--- src/ivs_cfg.svh ---
// Offsets, field positions, reset values and vector layout constants
`ifndef IVS_CFG_SVH
`define IVS_CFG_SVH

// Register offsets on the plain register port (byte-wide address)
`define IVS_OFS_FLAG0      8'h00
`define IVS_OFS_FLAG2      8'h02
`define IVS_OFS_ENABLE0    8'h04
`define IVS_OFS_ENABLE2    8'h06
`define IVS_OFS_PRIO0      8'h10
`define IVS_OFS_PRIO10     8'h1A
`define IVS_OFS_CONTROL    8'h20
`define IVS_OFS_STATUS     8'h24
`define IVS_OFS_MASK       8'h25

// Field positions
`define IVS_CTRL_ALT_BIT   8
`define IVS_STAT_INT_BIT   0
`define IVS_STAT_TRAP_BIT  1
`define IVS_STAT_ALT_BIT   2

// Reset values and write masks
`define IVS_RST_WORD       16'h0000
`define IVS_RST_PC         24'h000000
`define IVS_PRIO_WMASK     16'h7777
`define IVS_CTRL_WMASK     16'h0100
`define IVS_STAT_WMASK     16'h0007

// Request population: 41 requests, 21, 34 and 35 not implemented
`define IVS_NUM_REQ        41
`define IVS_NUM_PRIO_REG   11
`define IVS_REQ_IMPL       48'h01F3_FFDF_FFFF
`define IVS_TRAP_IMPL      8'h5F

// Vector table layout
`define IVS_TRAP_OFS       24'h000004
`define IVS_IRQ_OFS        24'h000014
`define IVS_ALT_PAGE_SHIFT 11

`endif

--- src/ivs_pkg.sv ---
// Types shared by the vector select block
package ivs_pkg;

   typedef logic [23:0] ivs_addr_t;
   typedef logic [15:0] ivs_word_t;
   typedef logic [7:0]  ivs_reg_addr_t;
   typedef logic [6:0]  ivs_num_t;
   typedef logic [2:0]  ivs_prio_t;

   // Gray coded along idle, fetch, wait, load
   typedef enum logic [1:0] {
      IVS_IDLE  = 2'b00,
      IVS_FETCH = 2'b01,
      IVS_WAIT  = 2'b11,
      IVS_LOAD  = 2'b10
   } ivs_state_t;

endpackage

--- src/ivs_req_slot.sv ---
// Qualifier for one interrupt request: flag, enable and priority
`timescale 1ns/1ps
`default_nettype none
module ivs_req_slot #(
   parameter bit IMPL = 1'b1
) (
   input  wire logic         i_flag,
   input  wire logic         i_enable,
   input  wire ivs_pkg::ivs_prio_t i_prio,
   output logic              o_active,
   output ivs_pkg::ivs_prio_t o_prio
);
   import ivs_pkg::*;

   // A zero priority field disables the source
   always_comb begin
      o_active = IMPL & i_flag & i_enable & (i_prio != 3'h0);
      o_prio   = IMPL ? i_prio : 3'h0;
   end

endmodule
`default_nettype wire

--- src/ivs_vec_addr.sv ---
// Vector table base select and entry address former
`timescale 1ns/1ps
`default_nettype none
`include "ivs_cfg.svh"
module ivs_vec_addr (
   input  wire logic         i_alt_on,
   input  wire logic [12:0]  i_boot_segment_limit,
   input  wire logic         i_is_trap,
   input  wire ivs_pkg::ivs_num_t i_num,
   output ivs_pkg::ivs_addr_t o_alt_table_base,
   output ivs_pkg::ivs_addr_t o_addr
);
   import ivs_pkg::*;

   logic [12:0] page;
   ivs_addr_t   offset;
   ivs_addr_t   base;

   always_comb begin
      // Start of the last boot page: (~limit - 1) pages of 0x800
      page             = 13'(~i_boot_segment_limit - 13'h0001);
      o_alt_table_base = {page, 11'h000};
      base             = i_alt_on ? o_alt_table_base : 24'h000000;
      // Same entry layout in both tables, only the base moves
      offset = (i_is_trap ? `IVS_TRAP_OFS : `IVS_IRQ_OFS)
               + {16'h0000, i_num, 1'b0};
      o_addr = base + offset;
   end

endmodule
`default_nettype wire

--- src/ivs_top.sv ---
// Interrupt vector select: request registers, arbitration and vector fetch
`timescale 1ns/1ps
`default_nettype none
`include "ivs_cfg.svh"
module ivs_top (
   input  wire logic                  i_clk,
   input  wire logic                  i_nrst,
   input  wire ivs_pkg::ivs_reg_addr_t i_reg_addr,
   input  wire ivs_pkg::ivs_word_t    i_reg_wdata,
   input  wire logic                  i_reg_wr,
   input  wire logic                  i_reg_rd,
   output ivs_pkg::ivs_word_t         o_reg_rdata,
   input  wire logic [40:0]           i_req_event,
   input  wire logic [7:0]            i_trap_event,
   input  wire logic                  i_alt_table_config_permit,
   input  wire logic                  i_boot_region_defined,
   input  wire logic [12:0]           i_boot_segment_limit,
   output logic                       o_fetch_req,
   output ivs_pkg::ivs_addr_t         o_fetch_addr,
   input  wire logic                  i_fetch_valid,
   input  wire ivs_pkg::ivs_addr_t    i_fetch_data,
   output logic                       o_pc_load,
   output ivs_pkg::ivs_addr_t         o_pc_value,
   output logic                       o_taken_is_trap,
   output ivs_pkg::ivs_num_t          o_taken_num,
   output logic                       o_alt_active,
   output logic                       o_irq
);
   import ivs_pkg::*;

   // Register state
   logic [47:0] flag_ff;
   logic [47:0] nxt_flag;
   logic [47:0] enable_ff;
   ivs_word_t   prio_ff [`IVS_NUM_PRIO_REG];
   ivs_word_t   control_ff;
   logic [2:0]  status_ff;
   logic [2:0]  nxt_status;
   logic [2:0]  mask_ff;
   ivs_word_t   rdata_ff;
   ivs_word_t   rd_value;
   logic [7:0]  trap_pend_ff;
   logic [7:0]  nxt_trap_pend;
   // Vectoring state
   ivs_state_t  state_ff;
   ivs_state_t  nxt_state;
   ivs_addr_t   fetch_addr_ff;
   ivs_addr_t   pc_value_ff;
   logic        boot_load_ff;
   logic        taken_trap_ff;
   ivs_num_t    taken_num_ff;
   // Arbitration
   logic        slot_active [`IVS_NUM_REQ];
   ivs_prio_t   slot_prio   [`IVS_NUM_REQ];
   logic        irq_any;
   ivs_num_t    irq_num;
   ivs_prio_t   irq_prio;
   logic        trap_any;
   ivs_num_t    trap_num;
   logic        win_any;
   logic        win_trap;
   ivs_num_t    win_num;
   logic        alt_on;
   ivs_addr_t   win_addr;
   ivs_addr_t   alt_base;
   logic        take_pulse;
   logic [47:0] take_clr;
   logic [7:0]  trap_clr;
   logic        wr_flag;
   logic        wr_enable;
   logic        wr_prio;
   logic        wr_control;
   logic        wr_mask;
   logic [1:0]  wr_word;
   logic [3:0]  prio_idx;
   // Write decode
   always_comb begin
      wr_flag    = 1'b0;
      wr_enable  = 1'b0;
      wr_prio    = 1'b0;
      wr_control = 1'b0;
      wr_mask    = 1'b0;
      wr_word    = 2'(i_reg_addr - `IVS_OFS_FLAG0);
      prio_idx   = 4'(i_reg_addr - `IVS_OFS_PRIO0);
      if (i_reg_addr >= `IVS_OFS_FLAG0 && i_reg_addr <= `IVS_OFS_FLAG2) begin
         wr_flag = i_reg_wr;
      end else if (i_reg_addr >= `IVS_OFS_ENABLE0 && i_reg_addr <= `IVS_OFS_ENABLE2) begin
         wr_enable = i_reg_wr;
         wr_word   = 2'(i_reg_addr - `IVS_OFS_ENABLE0);
      end else if (i_reg_addr >= `IVS_OFS_PRIO0 && i_reg_addr <= `IVS_OFS_PRIO10) begin
         wr_prio = i_reg_wr;
      end else if (i_reg_addr == `IVS_OFS_CONTROL) begin
         wr_control = i_reg_wr;
      end else if (i_reg_addr == `IVS_OFS_MASK) begin
         wr_mask = i_reg_wr;
      end
   end
   // Request flags: an arriving event beats both a software write and a take clear
   always_comb begin
      nxt_flag = flag_ff;
      if (wr_flag) begin
         nxt_flag[16*wr_word +: 16] = i_reg_wdata;
      end
      nxt_flag = (nxt_flag & ~take_clr) | {7'h00, i_req_event};
      nxt_flag = nxt_flag & `IVS_REQ_IMPL;
   end

   always_ff @(posedge i_clk) begin
      if (!i_nrst) begin
         flag_ff <= 48'h0000_0000_0000;
      end else begin
         flag_ff <= nxt_flag;
      end
   end

   always_ff @(posedge i_clk) begin
      if (!i_nrst) begin
         enable_ff <= 48'h0000_0000_0000;
      end else if (wr_enable) begin
         enable_ff[16*wr_word +: 16] <= i_reg_wdata & 16'(`IVS_REQ_IMPL >> (16*wr_word));
      end
   end

   always_ff @(posedge i_clk) begin
      if (!i_nrst) begin
         for (int k = 0; k < `IVS_NUM_PRIO_REG; k++) begin
            prio_ff[k] <= `IVS_RST_WORD;
         end
      end else if (wr_prio) begin
         prio_ff[prio_idx] <= i_reg_wdata & `IVS_PRIO_WMASK;
      end
   end

   always_ff @(posedge i_clk) begin
      if (!i_nrst) begin
         control_ff <= `IVS_RST_WORD;
      end else if (wr_control) begin
         control_ff <= i_reg_wdata & `IVS_CTRL_WMASK;
      end
   end

   always_ff @(posedge i_clk) begin
      if (!i_nrst) begin
         mask_ff <= 3'h0;
      end else if (wr_mask) begin
         mask_ff <= i_reg_wdata[2:0];
      end
   end
   // Trap latches; reserved trap slots never become pending
   always_comb begin
      nxt_trap_pend = ((trap_pend_ff & ~trap_clr) | i_trap_event) & `IVS_TRAP_IMPL;
   end

   always_ff @(posedge i_clk) begin
      if (!i_nrst) begin
         trap_pend_ff <= 8'h00;
      end else begin
         trap_pend_ff <= nxt_trap_pend;
      end
   end
   // Per-request qualifiers; request 22 is the one that leaves the n/4 field pattern
   for (genvar n = 0; n < `IVS_NUM_REQ; n++) begin : g_slot
      localparam int PREG = (n == 22) ? 5 : n / 4;
      localparam int PLSB = (n == 22) ? 4 : (n % 4) * 4;
      localparam bit IMPL = 1'(`IVS_REQ_IMPL >> n);
      ivs_req_slot #(
         .IMPL (IMPL)
      ) u_slot (
         .i_flag   (flag_ff[n]),
         .i_enable (enable_ff[n]),
         .i_prio   (prio_ff[PREG][PLSB +: 3]),
         .o_active (slot_active[n]),
         .o_prio   (slot_prio[n])
      );
   end
   // Highest user level wins; strict compare keeps the lower number on a tie
   always_comb begin
      irq_any  = 1'b0;
      irq_num  = 7'h00;
      irq_prio = 3'h0;
      for (int n = 0; n < `IVS_NUM_REQ; n++) begin
         if (slot_active[n] && slot_prio[n] > irq_prio) begin
            irq_any  = 1'b1;
            irq_num  = 7'(n);
            irq_prio = slot_prio[n];
         end
      end
   end
   // Traps are non-maskable and outrank every interrupt, lowest slot first
   always_comb begin
      trap_any = 1'b0;
      trap_num = 7'h00;
      for (int k = 7; k >= 0; k--) begin
         if (trap_pend_ff[k]) begin
            trap_any = 1'b1;
            trap_num = 7'(k);
         end
      end
   end

   always_comb begin
      win_any  = trap_any | irq_any;
      win_trap = trap_any;
      win_num  = trap_any ? trap_num : irq_num;
      alt_on   = control_ff[`IVS_CTRL_ALT_BIT] & i_alt_table_config_permit
                 & i_boot_region_defined;
   end

   ivs_vec_addr u_vec_addr (
      .i_alt_on             (alt_on),
      .i_boot_segment_limit (i_boot_segment_limit),
      .i_is_trap            (win_trap),
      .i_num                (win_num),
      .o_alt_table_base     (alt_base),
      .o_addr               (win_addr)
   );
   // Vectoring sequence: select, fetch entry, wait for handler address, load
   always_comb begin
      nxt_state = state_ff;
      case (state_ff)
         IVS_IDLE: begin
            if (win_any && !boot_load_ff) begin
               nxt_state = IVS_FETCH;
            end
         end
         IVS_FETCH: begin
            nxt_state = IVS_WAIT;
         end
         IVS_WAIT: begin
            if (i_fetch_valid) begin
               nxt_state = IVS_LOAD;
            end
         end
         IVS_LOAD: begin
            nxt_state = IVS_IDLE;
         end
         default: begin
            nxt_state = IVS_IDLE;
         end
      endcase
   end

   always_ff @(posedge i_clk) begin
      if (!i_nrst) begin
         state_ff <= IVS_IDLE;
      end else begin
         state_ff <= nxt_state;
      end
   end
   // Fetch address and the source are frozen at the selection cycle
   always_ff @(posedge i_clk) begin
      if (!i_nrst) begin
         fetch_addr_ff <= `IVS_RST_PC;
         taken_trap_ff <= 1'b0;
         taken_num_ff  <= 7'h00;
      end else if (state_ff == IVS_IDLE && nxt_state == IVS_FETCH) begin
         fetch_addr_ff <= win_addr;
         taken_trap_ff <= win_trap;
         taken_num_ff  <= win_num;
      end
   end
   // Reset loads zero directly, without any table lookup
   always_ff @(posedge i_clk) begin
      if (!i_nrst) begin
         pc_value_ff  <= `IVS_RST_PC;
         boot_load_ff <= 1'b1;
      end else begin
         boot_load_ff <= 1'b0;
         if (state_ff == IVS_WAIT && i_fetch_valid) begin
            pc_value_ff <= i_fetch_data;
         end
      end
   end
   // Taking a source retires its flag or trap latch
   always_comb begin
      take_pulse = (state_ff == IVS_LOAD);
      take_clr   = 48'h0000_0000_0000;
      trap_clr   = 8'h00;
      if (take_pulse && taken_trap_ff) begin
         trap_clr[taken_num_ff[2:0]] = 1'b1;
      end else if (take_pulse) begin
         take_clr[taken_num_ff[5:0]] = 1'b1;
      end
   end
   // Sticky status: set beats the read that clears it
   always_comb begin
      nxt_status = status_ff;
      if (i_reg_rd && i_reg_addr == `IVS_OFS_STATUS) begin
         nxt_status = 3'h0;
      end
      nxt_status[`IVS_STAT_INT_BIT]  = nxt_status[`IVS_STAT_INT_BIT]
                                       | (take_pulse & ~taken_trap_ff);
      nxt_status[`IVS_STAT_TRAP_BIT] = nxt_status[`IVS_STAT_TRAP_BIT]
                                       | (take_pulse & taken_trap_ff);
      nxt_status[`IVS_STAT_ALT_BIT]  = nxt_status[`IVS_STAT_ALT_BIT]
                                       | (take_pulse & alt_on);
   end

   always_ff @(posedge i_clk) begin
      if (!i_nrst) begin
         status_ff <= 3'h0;
      end else begin
         status_ff <= nxt_status;
      end
   end
   // Read mux; unmapped offsets read zero
   always_comb begin
      rd_value = `IVS_RST_WORD;
      if (i_reg_addr >= `IVS_OFS_FLAG0 && i_reg_addr <= `IVS_OFS_FLAG2) begin
         rd_value = flag_ff[16*wr_word +: 16];
      end else if (i_reg_addr >= `IVS_OFS_ENABLE0 && i_reg_addr <= `IVS_OFS_ENABLE2) begin
         rd_value = enable_ff[16*wr_word +: 16];
      end else if (i_reg_addr >= `IVS_OFS_PRIO0 && i_reg_addr <= `IVS_OFS_PRIO10) begin
         rd_value = prio_ff[prio_idx];
      end else if (i_reg_addr == `IVS_OFS_CONTROL) begin
         rd_value = control_ff;
      end else if (i_reg_addr == `IVS_OFS_STATUS) begin
         rd_value = {13'h0000, status_ff};
      end else if (i_reg_addr == `IVS_OFS_MASK) begin
         rd_value = {13'h0000, mask_ff};
      end
   end
   // Read data stands only in the cycle after the strobe
   always_ff @(posedge i_clk) begin
      if (!i_nrst) begin
         rdata_ff <= `IVS_RST_WORD;
      end else begin
         rdata_ff <= i_reg_rd ? rd_value : `IVS_RST_WORD;
      end
   end

   always_comb begin
      o_reg_rdata     = rdata_ff;
      o_fetch_req     = (state_ff == IVS_FETCH);
      o_fetch_addr    = fetch_addr_ff;
      o_pc_load       = boot_load_ff | take_pulse;
      o_pc_value      = pc_value_ff;
      o_taken_is_trap = taken_trap_ff;
      o_taken_num     = taken_num_ff;
      o_alt_active    = alt_on;
      o_irq           = |(status_ff & mask_ff);
   end

endmodule
`default_nettype wire

--- config.mk ---
export PLATFORM = sky130hd
export DESIGN_NAME = ivs_top
export DESIGN_NICKNAME = d
export VERILOG_FILES = /design/src/ivs_pkg.sv /design/src/ivs_req_slot.sv /design/src/ivs_vec_addr.sv /design/src/ivs_top.sv
export VERILOG_INCLUDE_DIRS = /design/src /design/src/src
export SDC_FILE = /design/constraint.sdc
export NUM_CORES = 1
export LEC_CHECK = 0
export BUFFER_PORTS_ARGS = -buffer_cell sky130_fd_sc_hd__clkbuf_2
export CAP_MARGIN = 5
export CORE_ASPECT_RATIO = 1.4
export CORE_MARGIN = 5
export CORE_UTILIZATION = 25
export CTS_BUF_LIST = sky130_fd_sc_hd__clkbuf_8
export DETAILED_ROUTE_END_ITERATION = 8
export PLACE_DENSITY = 0.49
export SYNTH_ARGS = -nofsm -noshare
export SYNTH_HDL_FRONTEND = slang
export SYNTH_SLANG_ARGS = --single-unit
--- constraint.sdc ---
create_clock -name i_clk -period 53.4 [get_ports i_clk]
set_input_delay 10.68 -clock i_clk [delete_from_list [all_inputs] [get_ports i_clk]]
set_output_delay 10.68 -clock i_clk [all_outputs]
set_load 0.02 [all_outputs]
# After elaboration in Yosys (flattened, before gate mapping)
# Memory sizes are Yosys's and may differ from the RTL's.
# Index checks and enable logic that the tools add are counted.
# word_totals
elab_cells	443
inputBits	117
mem_count	1
ram_bits	132
register_bits	174
out_inout_bits	76
# memory_table
memory	depth	width	read_ports	rd_ports_with_merged_regs	write_ports	line_no	rtl
prio_ff	11	12	12	0	11	ivs_top.sv:35	ivs_word_t prio_ff [`IVS_NUM_PRIO_REG];
# classes
n_shift	6
reduce_logical	91
n_lt_le_gt_ge	48
n_bitwise	96
add_sub_neg	6
mux	175
n_eq_ne	7
# ops
op	n
2-to-1 mux 7 bit	45
2-to-1 mux 3 bit	41
2-to-1 mux 41 bit	3
nonzero test 3 bit	38
> comparator 3 bit	37
bitwise mux 48 bit	2
variable part select 16 x 34 -> 48 bit	2
variable part select 48 x 7 -> 16 bit	2
AND 1 bit	81
2-to-1 mux 1 bit	69
logical AND 1 bit	48
2-to-1 mux 16 bit	3
variable shift 16 x 34 -> 48 bit (first input constant)	1
AND 41 bit	1
inverter 41 bit	1
OR 41 bit	1
>> shifter 41 x 6 -> 16 bit (first input constant)	1
negator 6 -> 34 bit	1
adder 24 bit	1
adder 24 x 8 -> 24 bit	1
equality test 8 x 6 -> 1 bit (second input constant)	3
2-to-1 mux 24 bit	1
AND 16 bit	1
inverter 13 bit	1
35 further kinds	44

# Longest topological paths before layout
# Gate-level depths: netlist of run 1.
# An unclocked memory read counts as a cell.
# depth
ltp_word	122
depth_mapped	282
mapped_depth_nobuf	280

# Cells and area by module
# A second synthesis of run 1 with hierarchy kept.
# unflattened
hier_cells	2646
area_unflattened_um2	22925.7
# by_module_without_submodules
mod	n_inst	seq_area_each_um2	area_each_um2	cells_each
ivs_top	1	8508.2	20967.6	2389
ivs_req_slot at g_slot[0].u_slot ...	38	0.0	32.5	4
ivs_vec_addr	1	0.0	620.6	90
ivs_req_slot at g_slot[21].u_slot ...	3	0.0	33.8	5

# Least setup slack after synthesis of run 1
# Ideal clock, no wire load.
# synth_timing
path_type	register to register
startpoint	register flag_ff[0]
endpoint	register fetch_addr_ff[4], in the netlist o_fetch_addr[4]
period_less_slack_ns	49.813
path_stages_with_launch	266
t_arrival_ns	49.722
t_required_ns	53.309
setup_time_ns	0.091
slack_ns	3.587
path_buffers	2
cell_sequence	dfxtp_1 -> nand3_1 -> ha_1 -> and3_1 -> a211oi_4 -> nand2_1 -> nand2_1 -> o21ai_0 -> ha_1 -> nor2_1 -> a32oi_1 -> o211ai_1 -> o21a_1 -> nor2_1 -> a21oi_1 -> ha_1 -> nor2_1 -> maj3_1 -> [... 230 more ...] -> o2111a_1 -> or2_0 -> buf_2 -> o41ai_1 -> a21o_1 -> ha_1 -> a311oi_1 -> mux2_2 -> ha_1 -> o21ai_0 -> inv_1 -> o21ai_0 -> nand2_1 -> o311a_1 -> a2111oi_1 -> ha_1 -> nand2_1 -> a311oi_1
# synth_via
word_cells_on_any_way	198
cone_classes	add/sub (2); order compare (37); eq/ne (1); mux (115); bitwise (3); reduce/logical (40)
# synth_lines
element	line_no	rtl
from (decl)	ivs_top.sv:32	logic [47:0] flag_ff;
from (signal assigned)	ivs_top.sv:112	flag_ff <= nxt_flag;
AND 1 bit (*) (2 in series)	ivs_req_slot.sv:17	o_active = IMPL & i_flag & i_enable & (i_prio != 3'h0);
logical AND 1 bit (*)	ivs_top.sv:182	if (slot_active[n] && slot_prio[n] > irq_prio) begin
2-to-1 mux 3 bit (*)	ivs_top.sv:182	
> comparator 3 bit	ivs_top.sv:182	
logical AND 1 bit	ivs_top.sv:182	
2-to-1 mux 3 bit (*)	ivs_top.sv:182	
> comparator 3 bit	ivs_top.sv:182	
logical AND 1 bit	ivs_top.sv:182	
[... 102 more ...]	--	
2-to-1 mux 3 bit	ivs_top.sv:182	
> comparator 3 bit	ivs_top.sv:182	
logical AND 1 bit	ivs_top.sv:182	
2-to-1 mux 7 bit (*)	ivs_top.sv:182	
2-to-1 mux 7 bit (*)	ivs_top.sv:204	win_num = trap_any ? trap_num : irq_num;
named net u_vec_addr.i_num[1]	ivs_vec_addr.sv:9	input wire ivs_pkg::ivs_num_t i_num,
adder 24 x 8 -> 24 bit (*)	ivs_vec_addr.sv:25	offset = (i_is_trap ? `IVS_TRAP_OFS : `IVS_IRQ_OFS)
adder 24 bit (*)	ivs_vec_addr.sv:27	o_addr = base + offset;
to (signal assigned)	ivs_top.sv:253	fetch_addr_ff <= `IVS_RST_PC;
to (signal assigned)	ivs_top.sv:257	fetch_addr_ff <= win_addr;
to (decl)	ivs_top.sv:47	ivs_addr_t fetch_addr_ff;
# The timed path passes the listed nets; every way through them passes the cells marked *.
# A chain may end at the register's enable or synchronous reset.

# Worst setup path in the final report of run 1
# layout_timing
startpoint	register flag_ff[0]
endpoint	register fetch_addr_ff[6], in the netlist o_fetch_addr[6]
# The elaborated chain is that of the path after synthesis.

==> impl_results.md, run 1 <==
- Status: complete, no violations
- Synth-to-Final Area Change: 23.41%
- Post-synthesis cell area: 20600 µm²
- Die W: 252.6 µm
- Max stage delay on crit path: 0.51 ns
- Vias in the first global route: 19807
- Initial antenna violation count: 7
- Worst path bufs/invs: 15
- Post-layout min period: 50.48 ns
- Mapped Cells: 2410
- CTS max path bufs: 3
- Final nets: 2875
- Final ANT Viol Nets: 0
- Power Internal: 439.1 µW
- Layout cells sized above 1: 22.50%
- H-tree depth: 2
- Xor and xnor fraction of the mapped netlist area: 0.3827%
- YS warnings: 0
- Top cells by area, synth: edfxtp_1 (22%), dfxtp_1 (17%), nand2_1 (6.2%)
- WS Path Type: flip-flop to flip-flop
- Wire per inst: 24.83 µm
- Overflow after GRT: 0
- Combinational power share: 11.0%
- Area leader, netlist: edfxtp_1
- Reg2Reg Launch Point: flag_ff[0]
- Tightest Pin Transition: 1.324 ns
- DRC errors left: 0
- CP Launch Point: flag_ff[0]
- Utilization after layout: 31.09%
- Fmax: 0.01981 GHz
- Most frequent CP cell: ha_1
- Share of the synthesized area in the top cell type: 22.16%
- Mapped Avg Cell Area: 8.547 µm²
- DR iter-0 viols: 1868
- CTS Hold Buffers Added: 0
- CP max stage cell: or4_1
- Slew margin rel.: 11.44%
- GPL Wtd Cong: 0.9949
- All-Layer GR Usage: 20.62%
- Leak: 10.02 nW
- Largest family of logic cells by synthesized area: simple AND/OR/NAND/NOR gates
- Number of synthesized register bits: 332
- Seq/Total Area, Yosys: 39.65%
- Die area: 88320 µm²
- Worst-Skew Late Latency: 0.71 ns
- Drt total wl: 95290 µm
- Vias: 20554
- Fin crit share: 94.54%
- Async set or reset register ratio after synthesis: 0%
- Vias/cell: 5.357
- Io pins: 193
- Cell variety after synth: 103
- Post-detail-place hpwl: 72700 µm
- TritonCTS Sinks: 332
- Core ar.: 81760 µm²
- Clock transition at path regs: 0.07 ns
- Core Rows: 124
- CTS Root Cell: clkbuf_8
- NetSw: 177.9 µW
- TritonCTS clock tree: built
- Crit end category: flip-flop
- First-pass GRT wire length: 135200 µm
- Post-synth top cells: nand2_1 (338), nor2_1 (307), a21oi_1 (211), dfxtp_1 (180), nand3_1 (160)
- Worst setup SP type: flip-flop
- Compound-cell area share of the yosys netlist: 20.63%
- Clock Skew: 0.05108 ns
- Worst min-delay path category: flip-flop to flip-flop
- Tot Pwr: 617.0 µW
- Post-synthesis simple-gate area fraction: 23.83%
- Fin. max-slew vios: 0
- Largest net degree at the start of global routing: 79
- Post-synthesis mux area share: 8.036%
- Starting Density: 25.19%
- Flop pwr share: 47.2%
- TritonCTS buffer count: 60
- Top FF cell, synth: dfxtp_1
- Hold Vio Cnt, Final: 0
- Clk pwr share: 41.8%
- Max-Cap Viols: 0
- Most frequent cell after synthesis: nand2_1
- Arr. time, crit path: 51.08 ns
- Die height: 349.6 µm
- Number of synthesized flops with an enable pin: 152
- Cell family with most CP delay: compound AO/OA/AOI/OAI gates
- VDD IR max: 16.93 µV
- CP max FO: 5
- DR pass1 iterations: 6
- P per Cell Area: 24.27 nW/µm²
- Setup Viol. Count Final: 0
- Hold path start: o_pc_value[4]
- Sw Ratio: 28.83%
- Critical Path RT: 54.00 ns
- Port bufs: 182
- Adder-cell share of the synthesized area: 3.426%
==> worst paths after layout <==
kind                endpoint  slack (ns)  depth (start not counted)
min reg2reg    o_pc_value[4]        0.45                          2
min            o_pc_value[4]        0.45                          2
max          o_fetch_addr[6]        2.92                        277
max reg2reg  o_fetch_addr[6]        2.92                        277
==> final cells by class <==
cell class | count | area (µm²)
fill | 8797 | 56340
multi-input combinational | 1903 | 12290
tap | 1071 | 1340
timing repair buffer | 323 | 2009
clock buffer | 63 | 867.1
clock inverter | 51 | 386.6
inverter | 88 | 335.3
antenna | 6 | 15.01
sequential | 332 | 8175
==> power by group through the flow <==
stage                     Combinational [mW]  Sequential (mW)  Clock [mW]
final                                 0.0676            0.292       0.258
after global routing                  0.0716            0.292       0.276
after CTS                             0.0638            0.291       0.264
after detailed placement              0.0633            0.296           0
after global placement                0.0630            0.296           0
after floorplan                       0.0359            0.288           0
==> sequential cells by signal, indices dropped and copies added, names as in the netlist <==
name,cells
boot_load_ff,1
control_ff,1
enable_ff,48
flag_ff,38
mask_ff,3
o_fetch_addr,20
o_pc_value,24
o_reg_rdata,16
o_taken_is_trap,1
o_taken_num,5
prio_ff,164
state_ff,2
status_ff,3
trap_pend_ff,6
==> cell families (layout without fill, tap and decap cells) <==
family	count (synthesis)	after routing
mux	104	104
fa+ha+maj	58	58
other cells	1	43
buf+inv	211	525
compound gates	621	621
xor+xnor	9	9
flops	332	332
simple gates	1074	1074
==> metal layers <==
layer	part of all wire [%]	track usage, %	up-vias
met5	0.036	0	-
met4	7.8	12.71	4
met3	7.7	3.568	212
met2	46	33.90	932
met1	39	25.12	9972
li1	-	-	9434
==> tightest hold or removal path: cells and delay by family (launching register included) <==
family / cells / cell delay, ns
simple gates: 1 / 0.05
flops: 1 / 0.30
compound gates: 1 / 0.05
==> repair_timing <==
item                       in CTS  in global routing
pin swaps                       3                 46
setup endpoints to repair      27                 27
setup buffers                   1                 27
resized for setup              24                102
==> cell usage in the layout (no fill, tap or decap), types with 37 or more instances in the layout <==
| cell | synthesis | routed |
|---|---|---|
| a21oi_1 | 211 | 196 |
| a22oi_1 | 51 | 50 |
| and2_1 | 80 | 80 |
| and3_1 | 48 | 47 |
| buf_4 | 8 | 139 |
| clkbuf_2 | 1 | 180 |
| clkbuf_8 | 0 | 63 |
| conb_1 | 1 | 37 |
| dfxtp_1 | 180 | 178 |
| edfxtp_1 | 152 | 152 |
| ha_1 | 50 | 49 |
| inv_1 | 86 | 100 |
| mux4_2 | 46 | 46 |
| nand2_1 | 338 | 336 |
| nand3_1 | 160 | 157 |
| nor2_1 | 307 | 278 |
| o21ai_0 | 84 | 72 |
==> stage by stage <==
step,setup slack (ns),area [µm²],setup TNS [ns],hold slack (ns),instances
floorplan,3.587,20730,0,0.4287,2446
global placement,-0.6685,23430,-13.91,0.4384,3689
detailed placement,-0.7727,23430,-16.64,0.4428,3689
CTS,0.05418,24780,0,0.4512,3804
global route,-0.2123,25410,-0.6472,0.4678,3832
finish,2.918,25420,0,0.4511,3837
Power figures use the tool's default switching activity.
==> run 2, diff against run 1 <==
--- a/config.mk
+++ b/config.mk
@@ -12,6 +12,7 @@
 export CORE_MARGIN = 5
 export CORE_UTILIZATION = 25
 export CTS_BUF_LIST = sky130_fd_sc_hd__clkbuf_8
+export CTS_CLUSTER_SIZE = 30
 export DETAILED_ROUTE_END_ITERATION = 8
 export PLACE_DENSITY = 0.49
 export SYNTH_ARGS = -nofsm -noshare
==> constraint.sdc (replaced) <==
create_clock -name i_clk -period 43.5 [get_ports i_clk]
set_input_delay 8.7 -clock i_clk [delete_from_list [all_inputs] [get_ports i_clk]]
set_output_delay 8.7 -clock i_clk [all_outputs]
set_load 0.02 [all_outputs]
==> impl_results.md, run 2 (same netlist as run 1, synthesis figures left out) <==
- DRC errors left: 0
- Post-detail-place hpwl: 73920 µm
- DR iter-0 viols: 1687
- TritonCTS clock tree: built
- TritonCTS Sinks: 332
- Sw Ratio: 28.58%
- Die height: 349.6 µm
- Tightest Pin Transition: 1.165 ns
- Max FFs per register: 164
- P per Cell Area: 27.42 nW/µm²
- TritonCTS buffer count: 61
- Post-place instance area: 25220 µm²
- Power Internal: 549.1 µW
- Die area: 88320 µm²
- Multi-input logic area: 13310 µm²
- Core Rows: 124
- Die W: 252.6 µm
- Layout cells sized above 1: 31.95%
- Max-Cap Viols: 0
- Clock Skew: 0.05035 ns
- CTS Hold Buffers Added: 0
- Flop pwr share: 46.5%
- Fin crit share: 109.0%
- Hold Slack: 0.4502 ns
- Dpl cells: 3841
- Synth-to-Final Area Change: 36.16%
- GPL Wtd Cong: 1.019
- Io pins: 193
- Reg2Reg Setup Slack: -3.90 ns
- CTS max path bufs: 3
- Clk pwr share: 41.4%
- Worst setup SP type: flip-flop
- Starting Density: 25.19%
- WS Path Type: flip-flop to flip-flop
- Fin. max-slew vios: 0
- Arr. time, crit path: 48.02 ns
- Setup WS post-layout: -3.896 ns
- DR pass1 iterations: 6
- Overflow after GRT: 0
- Drt total wl: 96920 µm
- Wire per inst: 23.98 µm
- All-Layer GR Usage: 20.96%
- Hold Vio Cnt, Final: 0
- CTS Root Cell: clkbuf_8
- Fmax: 0.02110 GHz
- Leak: 11.22 nW
- Crit end category: flip-flop
- CP max stage cell: a2111o_1
- Status: finished, violations left
- Core ar.: 81760 µm²
- Place WS: -5.564 ns
- FF/Latch Area: 8175 µm²
- Setup repair after global routing missed its margin: yes
- Post-layout min period: 47.40 ns
- Worst-Skew Late Latency: 0.69 ns
- Most frequent cells in the layout: buf_4 (335), nand2_1 (325), nor2_1 (263), a21oi_1 (189), clkbuf_2 (180)
- NetSw: 219.8 µW
- First-pass GRT wire length: 138300 µm
- Failing checks: setup timing
- Non-filler cells, final: 4041
- Vias in the first global route: 20914
- H-tree depth: 2
- Setup Viol. Count Final: 27
- CP max FO: 5
- Largest net degree at the start of global routing: 86
- Vias: 21336
- Largest regs: prio_ff (164), enable_ff (48), flag_ff (38)
- Worst min-delay path category: flip-flop to flip-flop
- Final ANT Viol Nets: 0
- Final Cell Area: 28050 µm²
- Critical Path RT: 44.12 ns
- VDD IR max: 22.48 µV
- Max stage delay on crit path: 0.48 ns
- Port bufs: 182
- Combinational power share: 12.1%
- Final nets: 3079
- Clock transition at path regs: 0.07 ns
- Most common cell after layout, fill and taps aside: buf_4
- Fillers: 8635
- Reg with most FFs: prio_ff
- Initial antenna violation count: 7
- Vias/cell: 5.280
- Slew margin rel.: 22.03%
==> run 2: changes by cell type in the layout (fill, tap and decap cells not counted), sizes merged <==
| cell | previous run | this run |
|---|---|---|
| buf | 143 | 345 |
| clkbuf | 243 | 253 |
| clkinv | 27 | 22 |
| bufinv | 6 | 4 |
| clkinvlp | 3 | 2 |
==> run 2: path summary, 6_finish.rpt <==
path,startpoint,end,depth (start not counted)
hold / removal,prio_ff[10][9],prio_ff[10][9],2
hold reg to reg,prio_ff[10][9],prio_ff[10][9],2
setup reg to reg,prio_ff[0][2],o_taken_num[3],283
setup / recovery,prio_ff[0][2],o_taken_num[3],283
==> run 2: metal layers <==
metal	vias to the layer above	global-route usage, %	wire length (µm)
met1	10324	24.89	36820
met4	6	13.69	7903
met2	901	34.23	44770
met5	-	0	30
li1	9842	-	-
met3	263	4.453	7394
==> run 2: stage by stage <==
step	TNS, ns	power [mW]	util, %
floorplan	-68.94	0.4012	-
detailed placement	-144.51	0.4472	30.85
CTS	-107.41	0.7690	33.16
global placement	-138.28	0.4467	30.85
finish	-100.39	0.7689	34.30
global route	-166.70	0.7967	34.29
==> run 2: timing repair <==
item                                    in CTS  in global routing
pin swaps                                   71                146
gates resized for setup                     49                127
gates cloned                                 1                  1
buffers inserted                            44                 38
hold endpoints to repair                     0                  0
endpoints found under the setup margin      27                 27
==> run 2: layout make-up <==
cell class / instances / area share [%]
Clock inverter: 43 / 1.071
Antenna cell: 6 / 0.05353
Inverter: 88 / 1.204
Clock buffer: 72 / 3.533
Sequential cell: 332 / 29.15
Tap cell: 1071 / 4.778
Multi-Input combinational cell: 1903 / 47.46
Timing Repair Buffer: 526 / 12.75
==> run 2: power by group through the flow <==
stage          Combinational [mW]  Clock (mW)  Sequential, mW
6_report                   0.0929       0.319           0.357
5_1_grt                    0.0981       0.341           0.358
4_1_cts                    0.0872       0.325           0.357
3_5_place_dp               0.0839           0           0.363
3_3_place_gp               0.0838           0           0.363
2_1_floorplan              0.0471           0           0.354
==> run 2: worst max-delay path, delay by kind of cell (launching register included) <==
family                   cells  cell delay (ns)
multiplexers                14             4.19
flip-flops                   1             0.37
AO/OA/AOI/OAI              111            18.12
AND/OR/NAND/NOR             90             9.88
buffers and inverters       26             3.22
adder cells (fa/ha/maj)     42            11.59
==> run 3, diff against run 2 <==
--- a/config.mk
+++ b/config.mk
@@ -15,6 +15,7 @@
 export CTS_CLUSTER_SIZE = 30
 export DETAILED_ROUTE_END_ITERATION = 8
 export PLACE_DENSITY = 0.49
+export SKIP_LAST_GASP = 1
 export SYNTH_ARGS = -nofsm -noshare
 export SYNTH_HDL_FRONTEND = slang
 export SYNTH_SLANG_ARGS = --single-unit
==> impl_results.md, run 3 (same netlist as run 1, synthesis figures left out) <==
- Status: finished, violations left
- Failing checks: setup timing
- CTS max path bufs: 3
- Fin crit share: 109.1%
- Most frequent cells in the layout: buf_4 (333), nand2_1 (310), nor2_1 (265), clkbuf_2 (180), dfxtp_1 (178)
- Die height: 349.6 µm
- Max stage delay on crit path: 0.52 ns
- Fin. max-slew vios: 0
- Overflow after GRT: 0
- Final ANT Viol Nets: 0
- Vias in the first global route: 20885
- Fmax: 0.02106 GHz
- Worst path bufs/invs: 12
- Setup repair after global routing missed its margin: yes
- Worst setup SP type: flip-flop
- Reg with most FFs: prio_ff
- VDD IR max: 22.69 µV
- Core ar.: 81760 µm²
- Crit end category: flip-flop
- H-tree depth: 2
- Hold depth: 2
- Largest regs: prio_ff (164), enable_ff (48), flag_ff (38)
- Critical Path RT: 44.12 ns
- Starting Density: 25.19%
- Crit path depth: 273
- Vias/cell: 5.281
- Most frequent CP cell: ha_4
- Place WS: -5.564 ns
- TritonCTS Sinks: 332
- Slew margin rel.: 23.72%
- Arr. time, crit path: 48.10 ns
- Largest net degree at the start of global routing: 86
- Drt total wl: 96800 µm
- Clock transition at path regs: 0.07 ns
- CTS Root Cell: clkbuf_8
- R2R cell count: 273
- Synth-to-Final Area Change: 36.54%
- Die W: 252.6 µm
- Hold Vio Cnt, Final: 0
- GPL Wtd Cong: 1.019
- Final Cell Area: 28120 µm²
- Wire per inst: 23.95 µm
- CP max FO: 5
- WS Path Type: flip-flop to flip-flop
- Die area: 88320 µm²
- Most common cell after layout, fill and taps aside: buf_4
- Setup_tns: -103.79 ns
- Final nets: 3080
- Leak: 11.24 nW
- Post-place instance area: 25220 µm²
- DRC errors left: 0
- Post-layout min period: 47.48 ns
- Vias: 21342
- DR iter-0 viols: 1674
- DR pass1 iterations: 5
- Initial antenna violation count: 7
- Worst min-delay path category: flip-flop to flip-flop
- Post-detail-place hpwl: 73920 µm
- All-Layer GR Usage: 20.96%
- P per Cell Area: 27.34 nW/µm²
- Clock Skew: 0.05084 ns
- Utilization after layout: 34.40%
- Layout cells sized above 1: 32.85%
- Tightest Pin Transition: 1.140 ns
- Io pins: 193
- Port bufs: 182
- TritonCTS clock tree: built
- TritonCTS buffer count: 61
- Max FFs per register: 164
- Setup Viol. Count Final: 27
- Max-Cap Viols: 0
- Setup WS post-layout: -3.979 ns
- Cell family with most CP delay: compound AO/OA/AOI/OAI gates
- Core Rows: 124
- CP max stage cell: a2111o_1
- First-pass GRT wire length: 138200 µm
- Worst-Skew Late Latency: 0.69 ns
## run 3: cell count changes in the layout (fill, tap and decap cells not counted), moves of 3 or more
| cell | before | now |
|---|---|---|
| nand2_1 | 325 | 310 |
| nand2_2 | 13 | 25 |
| buf_6 | 6 | 10 |
| a21oi_2 | 20 | 34 |
| nand2_4 | 0 | 3 |
| a21oi_1 | 189 | 175 |
## run 3: power by group
| part | leakage (nW) | switching, mW | total, mW | internal, mW |
|---|---|---|---|---|
| Sequential | 2.91 | 0.0194 | 0.358 | 0.338 |
| Clock | 0.728 | 0.143 | 0.317 | 0.174 |
| Combinational | 7.60 | 0.0570 | 0.0940 | 0.0370 |
| Total | 11.2 | 0.219 | 0.769 | 0.550 |
## run 3: worst register-to-register path, delay by kind of cell, from the launching register on
| family | cells | cell delay, ns |
|---|---|---|
| adders and majority gates | 43 | 11.60 |
| buffers and inverters | 12 | 1.41 |
| muxes | 14 | 4.28 |
| AOI/OAI and AO/OA | 116 | 19.53 |
| and+or+nand+nor | 88 | 10.18 |
| DFF | 1 | 0.38 |
## run 3: per-stage QoR
| stage | hold WS, ns | cells | total power, mW |
|---|---|---|---|
| after floorplan | 0.4287 | 2446 | 0.4012 |
| after global placement | 0.4368 | 3841 | 0.4467 |
| after detailed placement | 0.4403 | 3841 | 0.4472 |
| after CTS | 0.4498 | 4001 | 0.7689 |
| after global routing | 0.4664 | 4037 | 0.7980 |
| final | 0.4508 | 4041 | 0.7690 |
## run 3: final timing paths
| check | start | to | slack (ns) |
|---|---|---|---|
| setup / recovery | prio_ff[0][2] | o_taken_num[3] | -3.98 |
| hold / removal | prio_ff[10][9] | prio_ff[10][9] | 0.45 |
| setup reg to reg | prio_ff[0][2] | o_taken_num[3] | -3.98 |
| hold reg to reg | prio_ff[10][9] | prio_ff[10][9] | 0.45 |
## run 3: per-layer routing
| layer | part of all wire, % | wire length [µm] | vias up | track usage [%] |
|---|---|---|---|---|
| li1 | - | - | 9844 | - |
| met1 | 38 | 36650 | 10288 | 24.95 |
| met2 | 46 | 44670 | 944 | 34.15 |
| met3 | 7.9 | 7612 | 260 | 4.445 |
| met4 | 8.1 | 7838 | 6 | 13.67 |
| met5 | 0.031 | 30 | - | 0 |
## run 3: area by class of cell
type                       instances  area (µm²)
fill                            8622       53640
tap                             1071        1340
multi-input combinational       1903       13390
sequential                       332        8170
clock buffer                      72       991.0
inverter                          88       337.8
timing repair buffer             527        3583
clock inverter                    43       300.3
antenna                            5       12.51
## run 3: repair_timing
item / CTS / global route
buffers inserted: 44 / 40
hold buffers: 0 / 0
resized for setup: 45 / 163
pin swaps: 67 / 166
gates cloned: 1 / 2
endpoints found under the setup margin: 27 / 27
